File: config.mk
export PLATFORM = sky130hd
export DESIGN_NAME = rpgu_top
export DESIGN_NICKNAME = d
export VERILOG_FILES = /design/src/shared/rpgu_pkg.sv /design/src/rtl/rpgu_top.sv /design/src/rtl/rpgu_chan.sv
export SDC_FILE = /design/constraint.sdc
export NUM_CORES = 1
export LEC_CHECK = 0
export BUFFER_PORTS_ARGS = -buffer_cell sky130_fd_sc_hd__buf_2
export CORE_UTILIZATION = 51
export CTS_CLUSTER_DIAMETER = 100
export DETAILED_ROUTE_END_ITERATION = 10
export HOLD_SLACK_MARGIN = 0.03
export PLACE_DENSITY = 0.86
export SYNTH_ARGS = -nofsm -noshare
export SYNTH_HDL_FRONTEND = slang
export SYNTH_SLANG_ARGS = --single-unit
File: constraint.sdc
create_clock -name clock -period 3.3 [get_ports clock]
set_input_delay 0.33 -clock clock [delete_from_list [all_inputs] [get_ports clock]]
set_output_delay 0.33 -clock clock [all_outputs]
set_load 0.1 [all_outputs]
File: src/shared/rpgu_pkg.sv
/*
  Package for the reset and input-gain update block: register offsets, field positions,
  reset values, timing counts and the shared types.
  Assumes a 10 MHz system clock and a 7-bit address, 9-bit data control port.
*/
`default_nettype none

package rpgu_pkg;

  // ---------------------------------------------------------------------------
  // widths
  // ---------------------------------------------------------------------------
  localparam int ADDR_W   = 7;
  localparam int DATA_W   = 9;
  localparam int GAIN_W   = 6;
  localparam int SAMPLE_W = 16;
  localparam int NCHAN    = 2;

  // ---------------------------------------------------------------------------
  // register offsets
  // ---------------------------------------------------------------------------
  localparam logic [ADDR_W-1:0] ADDR_SOFTWARE_RESET     = 7'h00;
  localparam logic [ADDR_W-1:0] ADDR_INPUT_POWER_CTRL   = 7'h02;
  localparam logic [ADDR_W-1:0] ADDR_ZC_TIMEOUT_CTRL    = 7'h07;
  localparam logic [ADDR_W-1:0] ADDR_LEVEL_CONTROL_CFG  = 7'h20;
  localparam logic [ADDR_W-1:0] ADDR_LEFT_INPUT_GAIN    = 7'h2d;
  localparam logic [ADDR_W-1:0] ADDR_RIGHT_INPUT_GAIN   = 7'h2e;
  localparam logic [ADDR_W-1:0] ADDR_LEFT_ACTIVE_GAIN   = 7'h3e;
  localparam logic [ADDR_W-1:0] ADDR_RIGHT_ACTIVE_GAIN  = 7'h3f;

  // ---------------------------------------------------------------------------
  // field positions
  // ---------------------------------------------------------------------------
  localparam int GAIN_UPDATE_BIT = 8;   // write-only commit bit
  localparam int GAIN_ZC_BIT     = 7;   // zero-cross enable
  localparam int GAIN_MUTE_BIT   = 6;
  localparam int GAIN_LSB        = 0;
  localparam int PWR_PGA_LSB     = 2;   // bit 2 left, bit 3 right
  localparam int PWR_BOOST_LSB   = 4;   // bit 4 left, bit 5 right
  localparam int ZC_TIMEOUT_BIT  = 0;
  localparam int LEVEL_ALC_LSB   = 7;   // bit 7 left, bit 8 right

  // ---------------------------------------------------------------------------
  // reset values
  // ---------------------------------------------------------------------------
  localparam logic [DATA_W-1:0] GAIN_RST      = 9'h010;  // code 16 is 0 dB
  localparam logic [DATA_W-1:0] PWR_RST       = 9'h000;
  localparam logic [DATA_W-1:0] ZC_TIMEOUT_RST = 9'h000;
  localparam logic [DATA_W-1:0] LEVEL_RST     = 9'h000;

  // ---------------------------------------------------------------------------
  // timing
  // ---------------------------------------------------------------------------
  localparam int CLK_PERIOD_NS = 100;
  localparam int EXT_TIME_NS   = 50000;   // nominal reset extension
  localparam int EXT_MAX_NS    = 100000;  // upper bound, not to be passed
  localparam int EXT_CYCLES    = (EXT_TIME_NS + CLK_PERIOD_NS - 1) / CLK_PERIOD_NS;
  localparam int EXT_CNT_W     = 10;
  localparam logic [EXT_CNT_W-1:0] EXT_LAST = EXT_CNT_W'(EXT_CYCLES - 1);
  // six slow-clock edges after deferral: 2.5 to 3.0 slow periods
  localparam int TO_CNT_W = 3;
  localparam logic [TO_CNT_W-1:0] TIMEOUT_EDGES = 3'h6;

  // ---------------------------------------------------------------------------
  // types
  // ---------------------------------------------------------------------------
  typedef struct packed {
    logic              zcEn;
    logic              mute;
    logic [GAIN_W-1:0] gain;
  } rpgu_gain_t;

  typedef enum logic [1:0] {
    POR_HOLD   = 2'b00,
    POR_EXTEND = 2'b01,
    POR_RUN    = 2'b11
  } rpgu_por_t;

endpackage

`default_nettype wire

File: src/rtl/rpgu_top.sv
/*
  Reset and input-gain update control: supply-monitor reset with extension, software
  reset at address zero, and left/right gain registers with pending/update semantics.
  Assumes supply monitors and slow timer clock arrive asynchronously, samples and the
  register port run on the 10 MHz system clock.
*/
`timescale 1ns/1ns
`default_nettype none

// Behaviour
// - internal reset holds all registers at defaults
// - register accesses ignored during internal reset
// - extend reset about 50 us after supplies valid
// - supply drop re-asserts reset, restarts extension
// - no readable indication of reset hold
// - any write to address zero restores defaults
// - write elsewhere ends software reset state
// - gain spans -12 to +35.25 dB, 0.75 dB steps
// - amplifier runs only with boost stage enabled
// - gain update bit is write-only, never stored
// - write without update stores gain as pending
// - update applies this and other pending gain
// - zero-cross enable defers change to crossing
// - zero-cross off applies change immediately on update
// - timeout forces deferred change after 2.5-3.0 periods
module rpgu_top
  import rpgu_pkg::*;
(
  input  wire logic                           clock,          // 10 MHz system clock
  input  wire logic                           rstn,           // async reset, active low
  input  wire logic                           analogSupplyOk, // analog supply monitor
  input  wire logic                           coreSupplyOk,   // core supply monitor
  input  wire logic                           slowTimerClk,   // slow timer clock level
  input  wire logic [ADDR_W-1:0]              regAddr,        // register address
  input  wire logic [DATA_W-1:0]              regWdata,       // register write data
  input  wire logic                           regWrite,       // write strobe
  input  wire logic                           regRead,        // read strobe
  output logic      [DATA_W-1:0]              regRdata,       // read data, next cycle
  input  wire logic [NCHAN-1:0]               sampleValid,    // per-channel sample strobe
  input  wire logic [NCHAN-1:0][SAMPLE_W-1:0] sample,         // signed input samples
  output logic      [NCHAN-1:0][GAIN_W-1:0]   activeGain,     // gain codes in effect
  output logic      [NCHAN-1:0]               gainMute,       // channel mute
  output logic      [NCHAN-1:0]               pgaActive,      // amplifier path running
  output logic      [NCHAN-1:0]               alcEnable,      // level control enable
  output logic      [NCHAN-1:0]               gainDeferred    // change awaits crossing
);

  // ---------------------------------------------------------------------------
  // reset release and input synchronisers
  // ---------------------------------------------------------------------------
  logic       rstnMeta_reg;
  logic       rstnSync;
  logic [2:0] supMeta_reg;
  logic [2:0] supSync_reg;
  logic       slowPrev_reg;
  logic       suppliesOk;
  logic       slowEdge;

  // reset leaves asynchronously asserted, released over two flops
  always_ff @(posedge clock or negedge rstn) begin
    if (!rstn) begin
      rstnMeta_reg <= 1'b0;
      rstnSync     <= 1'b0;
    end else begin
      rstnMeta_reg <= 1'b1;
      rstnSync     <= rstnMeta_reg;
    end
  end

  // monitors and slow clock are asynchronous: first flop feeds only the second
  always_ff @(posedge clock or negedge rstnSync) begin
    if (!rstnSync) begin
      supMeta_reg  <= '0;
      supSync_reg  <= '0;
      slowPrev_reg <= 1'b0;
    end else begin
      supMeta_reg  <= {slowTimerClk, coreSupplyOk, analogSupplyOk};
      supSync_reg  <= supMeta_reg;
      slowPrev_reg <= supSync_reg[2];
    end
  end

  assign suppliesOk = supSync_reg[0] && supSync_reg[1];
  assign slowEdge   = supSync_reg[2] ^ slowPrev_reg;

  // ---------------------------------------------------------------------------
  // power-on reset sequencer
  // ---------------------------------------------------------------------------
  rpgu_por_t           porState_reg;
  logic [EXT_CNT_W-1:0] extCnt_reg;
  logic                porHold;

  // any monitor dropping sends the sequencer back to hold from every state
  always_ff @(posedge clock or negedge rstnSync) begin
    if (!rstnSync) begin
      porState_reg <= POR_HOLD;
      extCnt_reg   <= '0;
    end else if (!suppliesOk) begin
      porState_reg <= POR_HOLD;
      extCnt_reg   <= '0;
    end else begin
      unique case (porState_reg)
        POR_HOLD: begin
          porState_reg <= POR_EXTEND;
          extCnt_reg   <= '0;
        end
        POR_EXTEND: begin
          if (extCnt_reg == EXT_LAST) begin
            porState_reg <= POR_RUN;
          end else begin
            extCnt_reg <= extCnt_reg + 10'h001;
          end
        end
        POR_RUN: begin
          porState_reg <= POR_RUN;
        end
        default: begin
          porState_reg <= POR_HOLD;
        end
      endcase
    end
  end

  assign porHold = (porState_reg != POR_RUN);

  // ---------------------------------------------------------------------------
  // access qualification
  // ---------------------------------------------------------------------------
  logic wrOk;
  logic rdOk;
  logic softResetWr;
  logic clearAll;
  logic swResetHeld_reg;

  // accesses during the internal reset are dropped outright
  assign wrOk        = regWrite && !porHold;
  assign rdOk        = regRead && !porHold;
  assign softResetWr = wrOk && (regAddr == ADDR_SOFTWARE_RESET);
  assign clearAll    = porHold || softResetWr;

  // software reset state lasts until a write to another address
  always_ff @(posedge clock or negedge rstnSync) begin
    if (!rstnSync) begin
      swResetHeld_reg <= 1'b0;
    end else if (softResetWr) begin
      swResetHeld_reg <= 1'b1;
    end else if (wrOk) begin
      swResetHeld_reg <= 1'b0;
    end
  end

  // ---------------------------------------------------------------------------
  // control registers
  // ---------------------------------------------------------------------------
  logic [DATA_W-1:0] powerCtrl_reg;
  logic [DATA_W-1:0] zcTimeout_reg;
  logic [DATA_W-1:0] levelCfg_reg;

  // held at defaults while either reset source is active
  always_ff @(posedge clock or negedge rstnSync) begin
    if (!rstnSync) begin
      powerCtrl_reg <= PWR_RST;
      zcTimeout_reg <= ZC_TIMEOUT_RST;
      levelCfg_reg  <= LEVEL_RST;
    end else if (clearAll) begin
      powerCtrl_reg <= PWR_RST;
      zcTimeout_reg <= ZC_TIMEOUT_RST;
      levelCfg_reg  <= LEVEL_RST;
    end else if (wrOk) begin
      if (regAddr == ADDR_INPUT_POWER_CTRL) powerCtrl_reg <= regWdata;
      if (regAddr == ADDR_ZC_TIMEOUT_CTRL) zcTimeout_reg <= regWdata;
      if (regAddr == ADDR_LEVEL_CONTROL_CFG) levelCfg_reg <= regWdata;
    end
  end

  // ---------------------------------------------------------------------------
  // per-channel gain registers and update engines
  // ---------------------------------------------------------------------------
  rpgu_gain_t        gainReg_reg [NCHAN];
  logic [NCHAN-1:0]  gainHit;
  logic              updateWr;
  logic              timeoutEn;

  assign timeoutEn = zcTimeout_reg[ZC_TIMEOUT_BIT];
  // the update bit acts on the write carrying it and is never stored
  assign updateWr  = (|gainHit) && regWdata[GAIN_UPDATE_BIT];

  genvar ch;
  generate
    for (ch = 0; ch < NCHAN; ch++) begin : gChan
      logic [ADDR_W-1:0] chAddr;
      assign chAddr      = (ch == 0) ? ADDR_LEFT_INPUT_GAIN : ADDR_RIGHT_INPUT_GAIN;
      assign gainHit[ch] = wrOk && (regAddr == chAddr);

      // stored value is the pending one; its mute bit drives gainMute without a commit
      always_ff @(posedge clock or negedge rstnSync) begin
        if (!rstnSync) begin
          gainReg_reg[ch] <= rpgu_gain_t'(GAIN_RST[7:0]);
        end else if (clearAll) begin
          gainReg_reg[ch] <= rpgu_gain_t'(GAIN_RST[7:0]);
        end else if (gainHit[ch]) begin
          gainReg_reg[ch] <= rpgu_gain_t'(regWdata[7:0]);
        end
      end

      // committed code: this write's data for the written channel, else stored
      logic [GAIN_W-1:0] commitCode;
      logic              commitZc;
      assign commitCode = gainHit[ch] ? regWdata[GAIN_W-1:0] : gainReg_reg[ch].gain;
      assign commitZc   = gainHit[ch] ? regWdata[GAIN_ZC_BIT] : gainReg_reg[ch].zcEn;

      rpgu_chan uChan (
        .clock       (clock),
        .rstnSync    (rstnSync),
        .clear       (clearAll),
        .commit      (updateWr),
        .target      (commitCode),
        .zcEn        (commitZc),
        .timeoutEn   (timeoutEn),
        .slowEdge    (slowEdge),
        .sampleValid (sampleValid[ch]),
        .sampleSign  (sample[ch][SAMPLE_W-1]),
        .activeGain  (activeGain[ch]),
        .deferred    (gainDeferred[ch])
      );

      // path runs only with amplifier and boost stage both powered
      always_ff @(posedge clock or negedge rstnSync) begin
        if (!rstnSync) begin
          pgaActive[ch] <= 1'b0;
          gainMute[ch]  <= 1'b0;
          alcEnable[ch] <= 1'b0;
        end else begin
          pgaActive[ch] <= powerCtrl_reg[PWR_PGA_LSB + ch]
                           && powerCtrl_reg[PWR_BOOST_LSB + ch]
                           && !swResetHeld_reg && !porHold;
          gainMute[ch]  <= gainReg_reg[ch].mute;
          alcEnable[ch] <= levelCfg_reg[LEVEL_ALC_LSB + ch];
        end
      end
    end
  endgenerate

  // ---------------------------------------------------------------------------
  // read path
  // ---------------------------------------------------------------------------
  logic [DATA_W-1:0] rdMux;

  // reads return written values so the host can poll for release; the update bit
  // reads zero and nothing exposes the reset hold itself
  always_comb begin
    rdMux = '0;
    unique case (regAddr)
      ADDR_INPUT_POWER_CTRL:  rdMux = powerCtrl_reg;
      ADDR_ZC_TIMEOUT_CTRL:   rdMux = zcTimeout_reg;
      ADDR_LEVEL_CONTROL_CFG: rdMux = levelCfg_reg;
      ADDR_LEFT_INPUT_GAIN:   rdMux = {1'b0, gainReg_reg[0]};
      ADDR_RIGHT_INPUT_GAIN:  rdMux = {1'b0, gainReg_reg[1]};
      ADDR_LEFT_ACTIVE_GAIN:  rdMux = {gainDeferred[0], 2'b00, activeGain[0]};
      ADDR_RIGHT_ACTIVE_GAIN: rdMux = {gainDeferred[1], 2'b00, activeGain[1]};
      default:                rdMux = '0;
    endcase
  end

  // read data stand only in the cycle after the strobe, zero otherwise
  always_ff @(posedge clock or negedge rstnSync) begin
    if (!rstnSync) begin
      regRdata <= '0;
    end else if (rdOk) begin
      regRdata <= rdMux;
    end else begin
      regRdata <= '0;
    end
  end

endmodule

`default_nettype wire

File: src/rtl/rpgu_chan.sv
/*
  One input amplifier channel: takes committed gain codes and applies them at once or
  deferred to a zero crossing, with an optional slow-clock timeout.
  Assumes all inputs are on the system clock; clear is a synchronous default load.
*/
`timescale 1ns/1ns
`default_nettype none

module rpgu_chan
  import rpgu_pkg::*;
(
  input  wire logic              clock,       // system clock
  input  wire logic              rstnSync,    // synchronised reset, active low
  input  wire logic              clear,       // load defaults
  input  wire logic              commit,      // apply target now or deferred
  input  wire logic [GAIN_W-1:0] target,      // committed gain code
  input  wire logic              zcEn,        // zero-cross gating on
  input  wire logic              timeoutEn,   // zero-cross timeout on
  input  wire logic              slowEdge,    // either edge of slow timer clock
  input  wire logic              sampleValid, // new input sample
  input  wire logic              sampleSign,  // sign of that sample
  output logic [GAIN_W-1:0]      activeGain,  // gain in effect
  output logic                   deferred     // change waiting for a crossing
);

  // ---------------------------------------------------------------------------
  // zero-cross detection
  // ---------------------------------------------------------------------------
  logic lastSign_reg;
  logic zeroCross;

  // a crossing is a sign change between successive samples
  assign zeroCross = sampleValid && (sampleSign != lastSign_reg);

  always_ff @(posedge clock or negedge rstnSync) begin
    if (!rstnSync) begin
      lastSign_reg <= 1'b0;
    end else if (sampleValid) begin
      lastSign_reg <= sampleSign;
    end
  end

  // ---------------------------------------------------------------------------
  // gain application
  // ---------------------------------------------------------------------------
  logic [GAIN_W-1:0]   held_reg;
  logic [TO_CNT_W-1:0] toCnt_reg;
  logic                timedOut;

  assign timedOut = timeoutEn && slowEdge && (toCnt_reg == TIMEOUT_EDGES - 3'h1);

  // a new commit while deferred replaces the waiting code and restarts the timeout
  always_ff @(posedge clock or negedge rstnSync) begin
    if (!rstnSync) begin
      activeGain <= GAIN_RST[GAIN_W-1:0];
      held_reg   <= GAIN_RST[GAIN_W-1:0];
      deferred   <= 1'b0;
      toCnt_reg  <= '0;
    end else if (clear) begin
      activeGain <= GAIN_RST[GAIN_W-1:0];
      held_reg   <= GAIN_RST[GAIN_W-1:0];
      deferred   <= 1'b0;
      toCnt_reg  <= '0;
    end else if (commit) begin
      toCnt_reg <= '0;
      if (zcEn) begin
        held_reg <= target;
        deferred <= 1'b1;
      end else begin
        activeGain <= target;
        deferred   <= 1'b0;
      end
    end else if (deferred) begin
      if (zeroCross || timedOut || !zcEn) begin
        activeGain <= held_reg;
        deferred   <= 1'b0;
        toCnt_reg  <= '0;
      end else if (slowEdge && timeoutEn) begin
        toCnt_reg <= toCnt_reg + 3'h1;
      end
    end
  end

endmodule

`default_nettype wire

==> summary.txt <==
area delta synth->final: 20.0%
outcome: finished, final reports clean
Power Density: 557 nW/um^2
Antenna diodes: 0
CTS tree: yes
Netlist Area Pre-Place: 5300 sq um
IO buf count: 55
post-synthesis mux area share: 0.0751
leading area contributor after synthesis: dfrtp_1
Worst Skew: 0.00665 ns
Post-Synthesis Cells: 488
EDFF count, synth: 0
CTS Sinks: 114
Tmin final: 2.71 ns
Final Util: 0.641
vias in the first global route: 4397
post-synth top area share: 0.510
worst path bufs/invs: 0
worst r2r dst: gChan[0].uChan.activeGain[3]
CP max stage delay: 0.77 ns
Post-Place Cells: 657
clock slew at reported path FFs: 0.06 ns
total of max-cap violations: 0
synthesized flop and latch total: 114
type of the tightest min-delay check: input port to flop
WP data arrival: 3.13 ns
residual DRC count: 0
largest family of logic cells by synthesized area: compound AO/OA/AOI/OAI gates
CTS Hold Bufs: 4
Worst Tran Pin Value: 1.36 ns
initial antenna violation count: 0
Synth Area in Compound Gates: 0.179
Synth Area in XOR/XNOR: 0.0149
WHS Endpoint: gChan[0].uChan.lastSign_reg
Hold Path Stages: 2
final cell count without fillers: 693
fin nets: 609
GR Overflow Total: 0
number of post-CTS setup repair buffers: 0
Critical Path Start Type: flop
TritonRoute pass-1 iters: 8
core area: 9910 sq um
worst path cell trace: nand3_1 -> nor3_2 -> mux2i_1 -> a211oi_1 -> mux2_1
WL/cell: 20.2 microns
Worst path top cell family by delay: simple AND/OR/NAND/NOR gates
Post-Route WL: 14000 microns
RSZ-0062 raised after global routing: no
Hold Crit Start: sample[15]
post-CTS resize count: 0
first-pass GRT wire length: 22700 microns
chip width: 104 microns
Post-DRT Antenna Nets: 0
Crit Path Category: flop to flop
final period utilization: 0.821
Post-synth ARST share: 1.00
vias: 4340
Worst path depth: 5
count of cell types in the netlist: 66
Final HPWL DP: 8980 microns
GRT Util Overall: 0.274
endpoints failing hold: 0
clock tree root driver cell: clkbuf_8
number of DRC markers in iteration 0: 539
syn avg cell area: 10.9 sq um
Post-Syn Nets: 550
die area: 10800 sq um
critical path's slowest cell: nor3_2
Final setup viols: 0
reg2reg start: porState_reg[1]
CTS max path bufs: 2
Rows: 36
GP Congestion: 0.867
I/O pin cnt: 86
top cells by area, synth: dfrtp_1, nand2_1, o21ai_0
layout cell share with drive strength beyond 1: 0.227
CTS buffer count: 17
Ys Warns: 0
DP Area: 5670 sq um
chip height: 104 microns
sequential cell area fraction in the yosys report: 0.540
Fillers: 682
ys flop type: dfrtp_1
Synth Area in Simple Gates: 0.151
Sum Neg Setup Slack: 0 ns
largest net degree at the start of global routing: 55
clock latency on the worst-skew pair: 0.54 ns
fmax: 369 MHz
design area: 6360 sq um
Starting Density: 0.535
reg2reg path depth: 5
H-tree depth: 4
Slew HR: 0.0903
fin. max-slew vios: 0
critical path endpoint category: flop
LEAKAGE: 2.78 nW
critical path fanouts, max: 13
Max rail drop VDD: 0.314 mV
max reg flops: 16
vias per cell: 6.26
r2r setup slk: 0.59 ns
Synth Area in Adders: 0.0118
CP Data Required Time: 3.72 ns
-- synthesized netlist by cell type (4+ instances only) --
master      n
dfrtp_1   108
nand2_1    58
nor2_1     41
o21ai_0    39
a21oi_1    20
a22oi_1    17
clkbuf_1   15
mux2_4     12
mux2_1     10
and3_1      9
xor2_1      8
a22o_1      6
buf_2       6
dfstp_2     6
inv_1       6
mux2i_1     6
nand3_1     6
nor4_1      6
a211oi_1    5
a311oi_1    5
a31oi_1     5
ha_1        5
nand2b_1    5
nor3_1      5
a222oi_1    4
mux2_2      4
o31ai_1     4
-- where the power goes --
group	internal, mW	switching, mW	total (mW)
registers	1.41	0.0189	1.43
clock network	1.40	0.631	2.03
logic	0.0294	0.0547	0.0841
total	2.83	0.705	3.54
-- cell type report --
class                           count  area [sq um]  area share
Clock buffer                       22           443      0.0697
Tap cell                          133           166      0.0262
Timing Repair Buffer               66           368      0.0579
Inverter                            6          22.5     0.00354
Multi-Input combinational cell    342          2290       0.360
Clock inverter                     10           205      0.0323
Sequential cell                   114          2860       0.451
-- layer usage --
layer	up-vias	track usage	wire length (microns)
met4	0	0.164	625
met3	67	0.0808	1140
met2	270	0.444	6850
met1	2097	0.323	5390
li1	1906	-	-
met5	-	0	0
-- worst max path at each step --
stage               startpoint                      endpoint  slack [ns]
2_1_floorplan       regAddr[4]  gChan[0].uChan.activeGain[0]        1.06
4_1_cts        porState_reg[1]  gChan[0].uChan.activeGain[1]        0.67
3_5_place_dp        regAddr[5]               levelCfg_reg[3]        0.43
6_report       porState_reg[1]  gChan[0].uChan.activeGain[3]        0.59
5_1_grt        porState_reg[0]  gChan[0].uChan.activeGain[3]        0.49
3_3_place_gp        regAddr[5]               levelCfg_reg[3]        0.54
-- placed cells by master (no fill, tap or decap), types with 4 or more instances in the layout --
cell type / Yosys / routed
xor2_1: 8 / 8
a211oi_1: 5 / 5
and3_1: 9 / 9
mux2_1: 10 / 10
nand2_1: 58 / 58
mux2i_1: 6 / 6
a21oi_1: 20 / 20
dfrtp_1: 108 / 107
nor4_1: 6 / 6
o31ai_1: 4 / 4
buf_4: 2 / 7
bufinv_16: 0 / 6
nand2b_1: 5 / 5
mux2_4: 12 / 12
ha_1: 5 / 5
a31oi_1: 5 / 5
dlygate4sd3_1: 0 / 4
a222oi_1: 4 / 4
nand3_1: 6 / 6
a22o_1: 6 / 6
nor3_1: 5 / 5
clkbuf_1: 15 / 4
a311oi_1: 5 / 5
dfstp_2: 6 / 6
a22oi_1: 17 / 17
nor2_1: 41 / 41
o21ai_0: 39 / 39
mux2_2: 4 / 4
buf_2: 6 / 55
clkbuf_16: 0 / 16
inv_1: 6 / 6
-- cells by family after synthesis --
family | count (synthesis)
xor gates and xnor gates | 9
muxes | 32
buffers and inverters | 32
and+or+nand+nor | 158
DFF | 114
AOI/OAI and AO/OA | 137
adders and majority gates | 5
other | 1
-- metrics by stage --
step           hold WS (ns)  worst slack (ns)  power [mW]
2_1_floorplan        0.0344              1.06        1.49
3_3_place_gp          0.115             0.541        1.53
3_5_place_dp          0.116             0.427        1.53
4_1_cts              0.0529             0.675        3.54
5_1_grt              0.0545             0.488        3.62
6_report             0.0555             0.592        3.54
(Power assumes the default switching activity.)
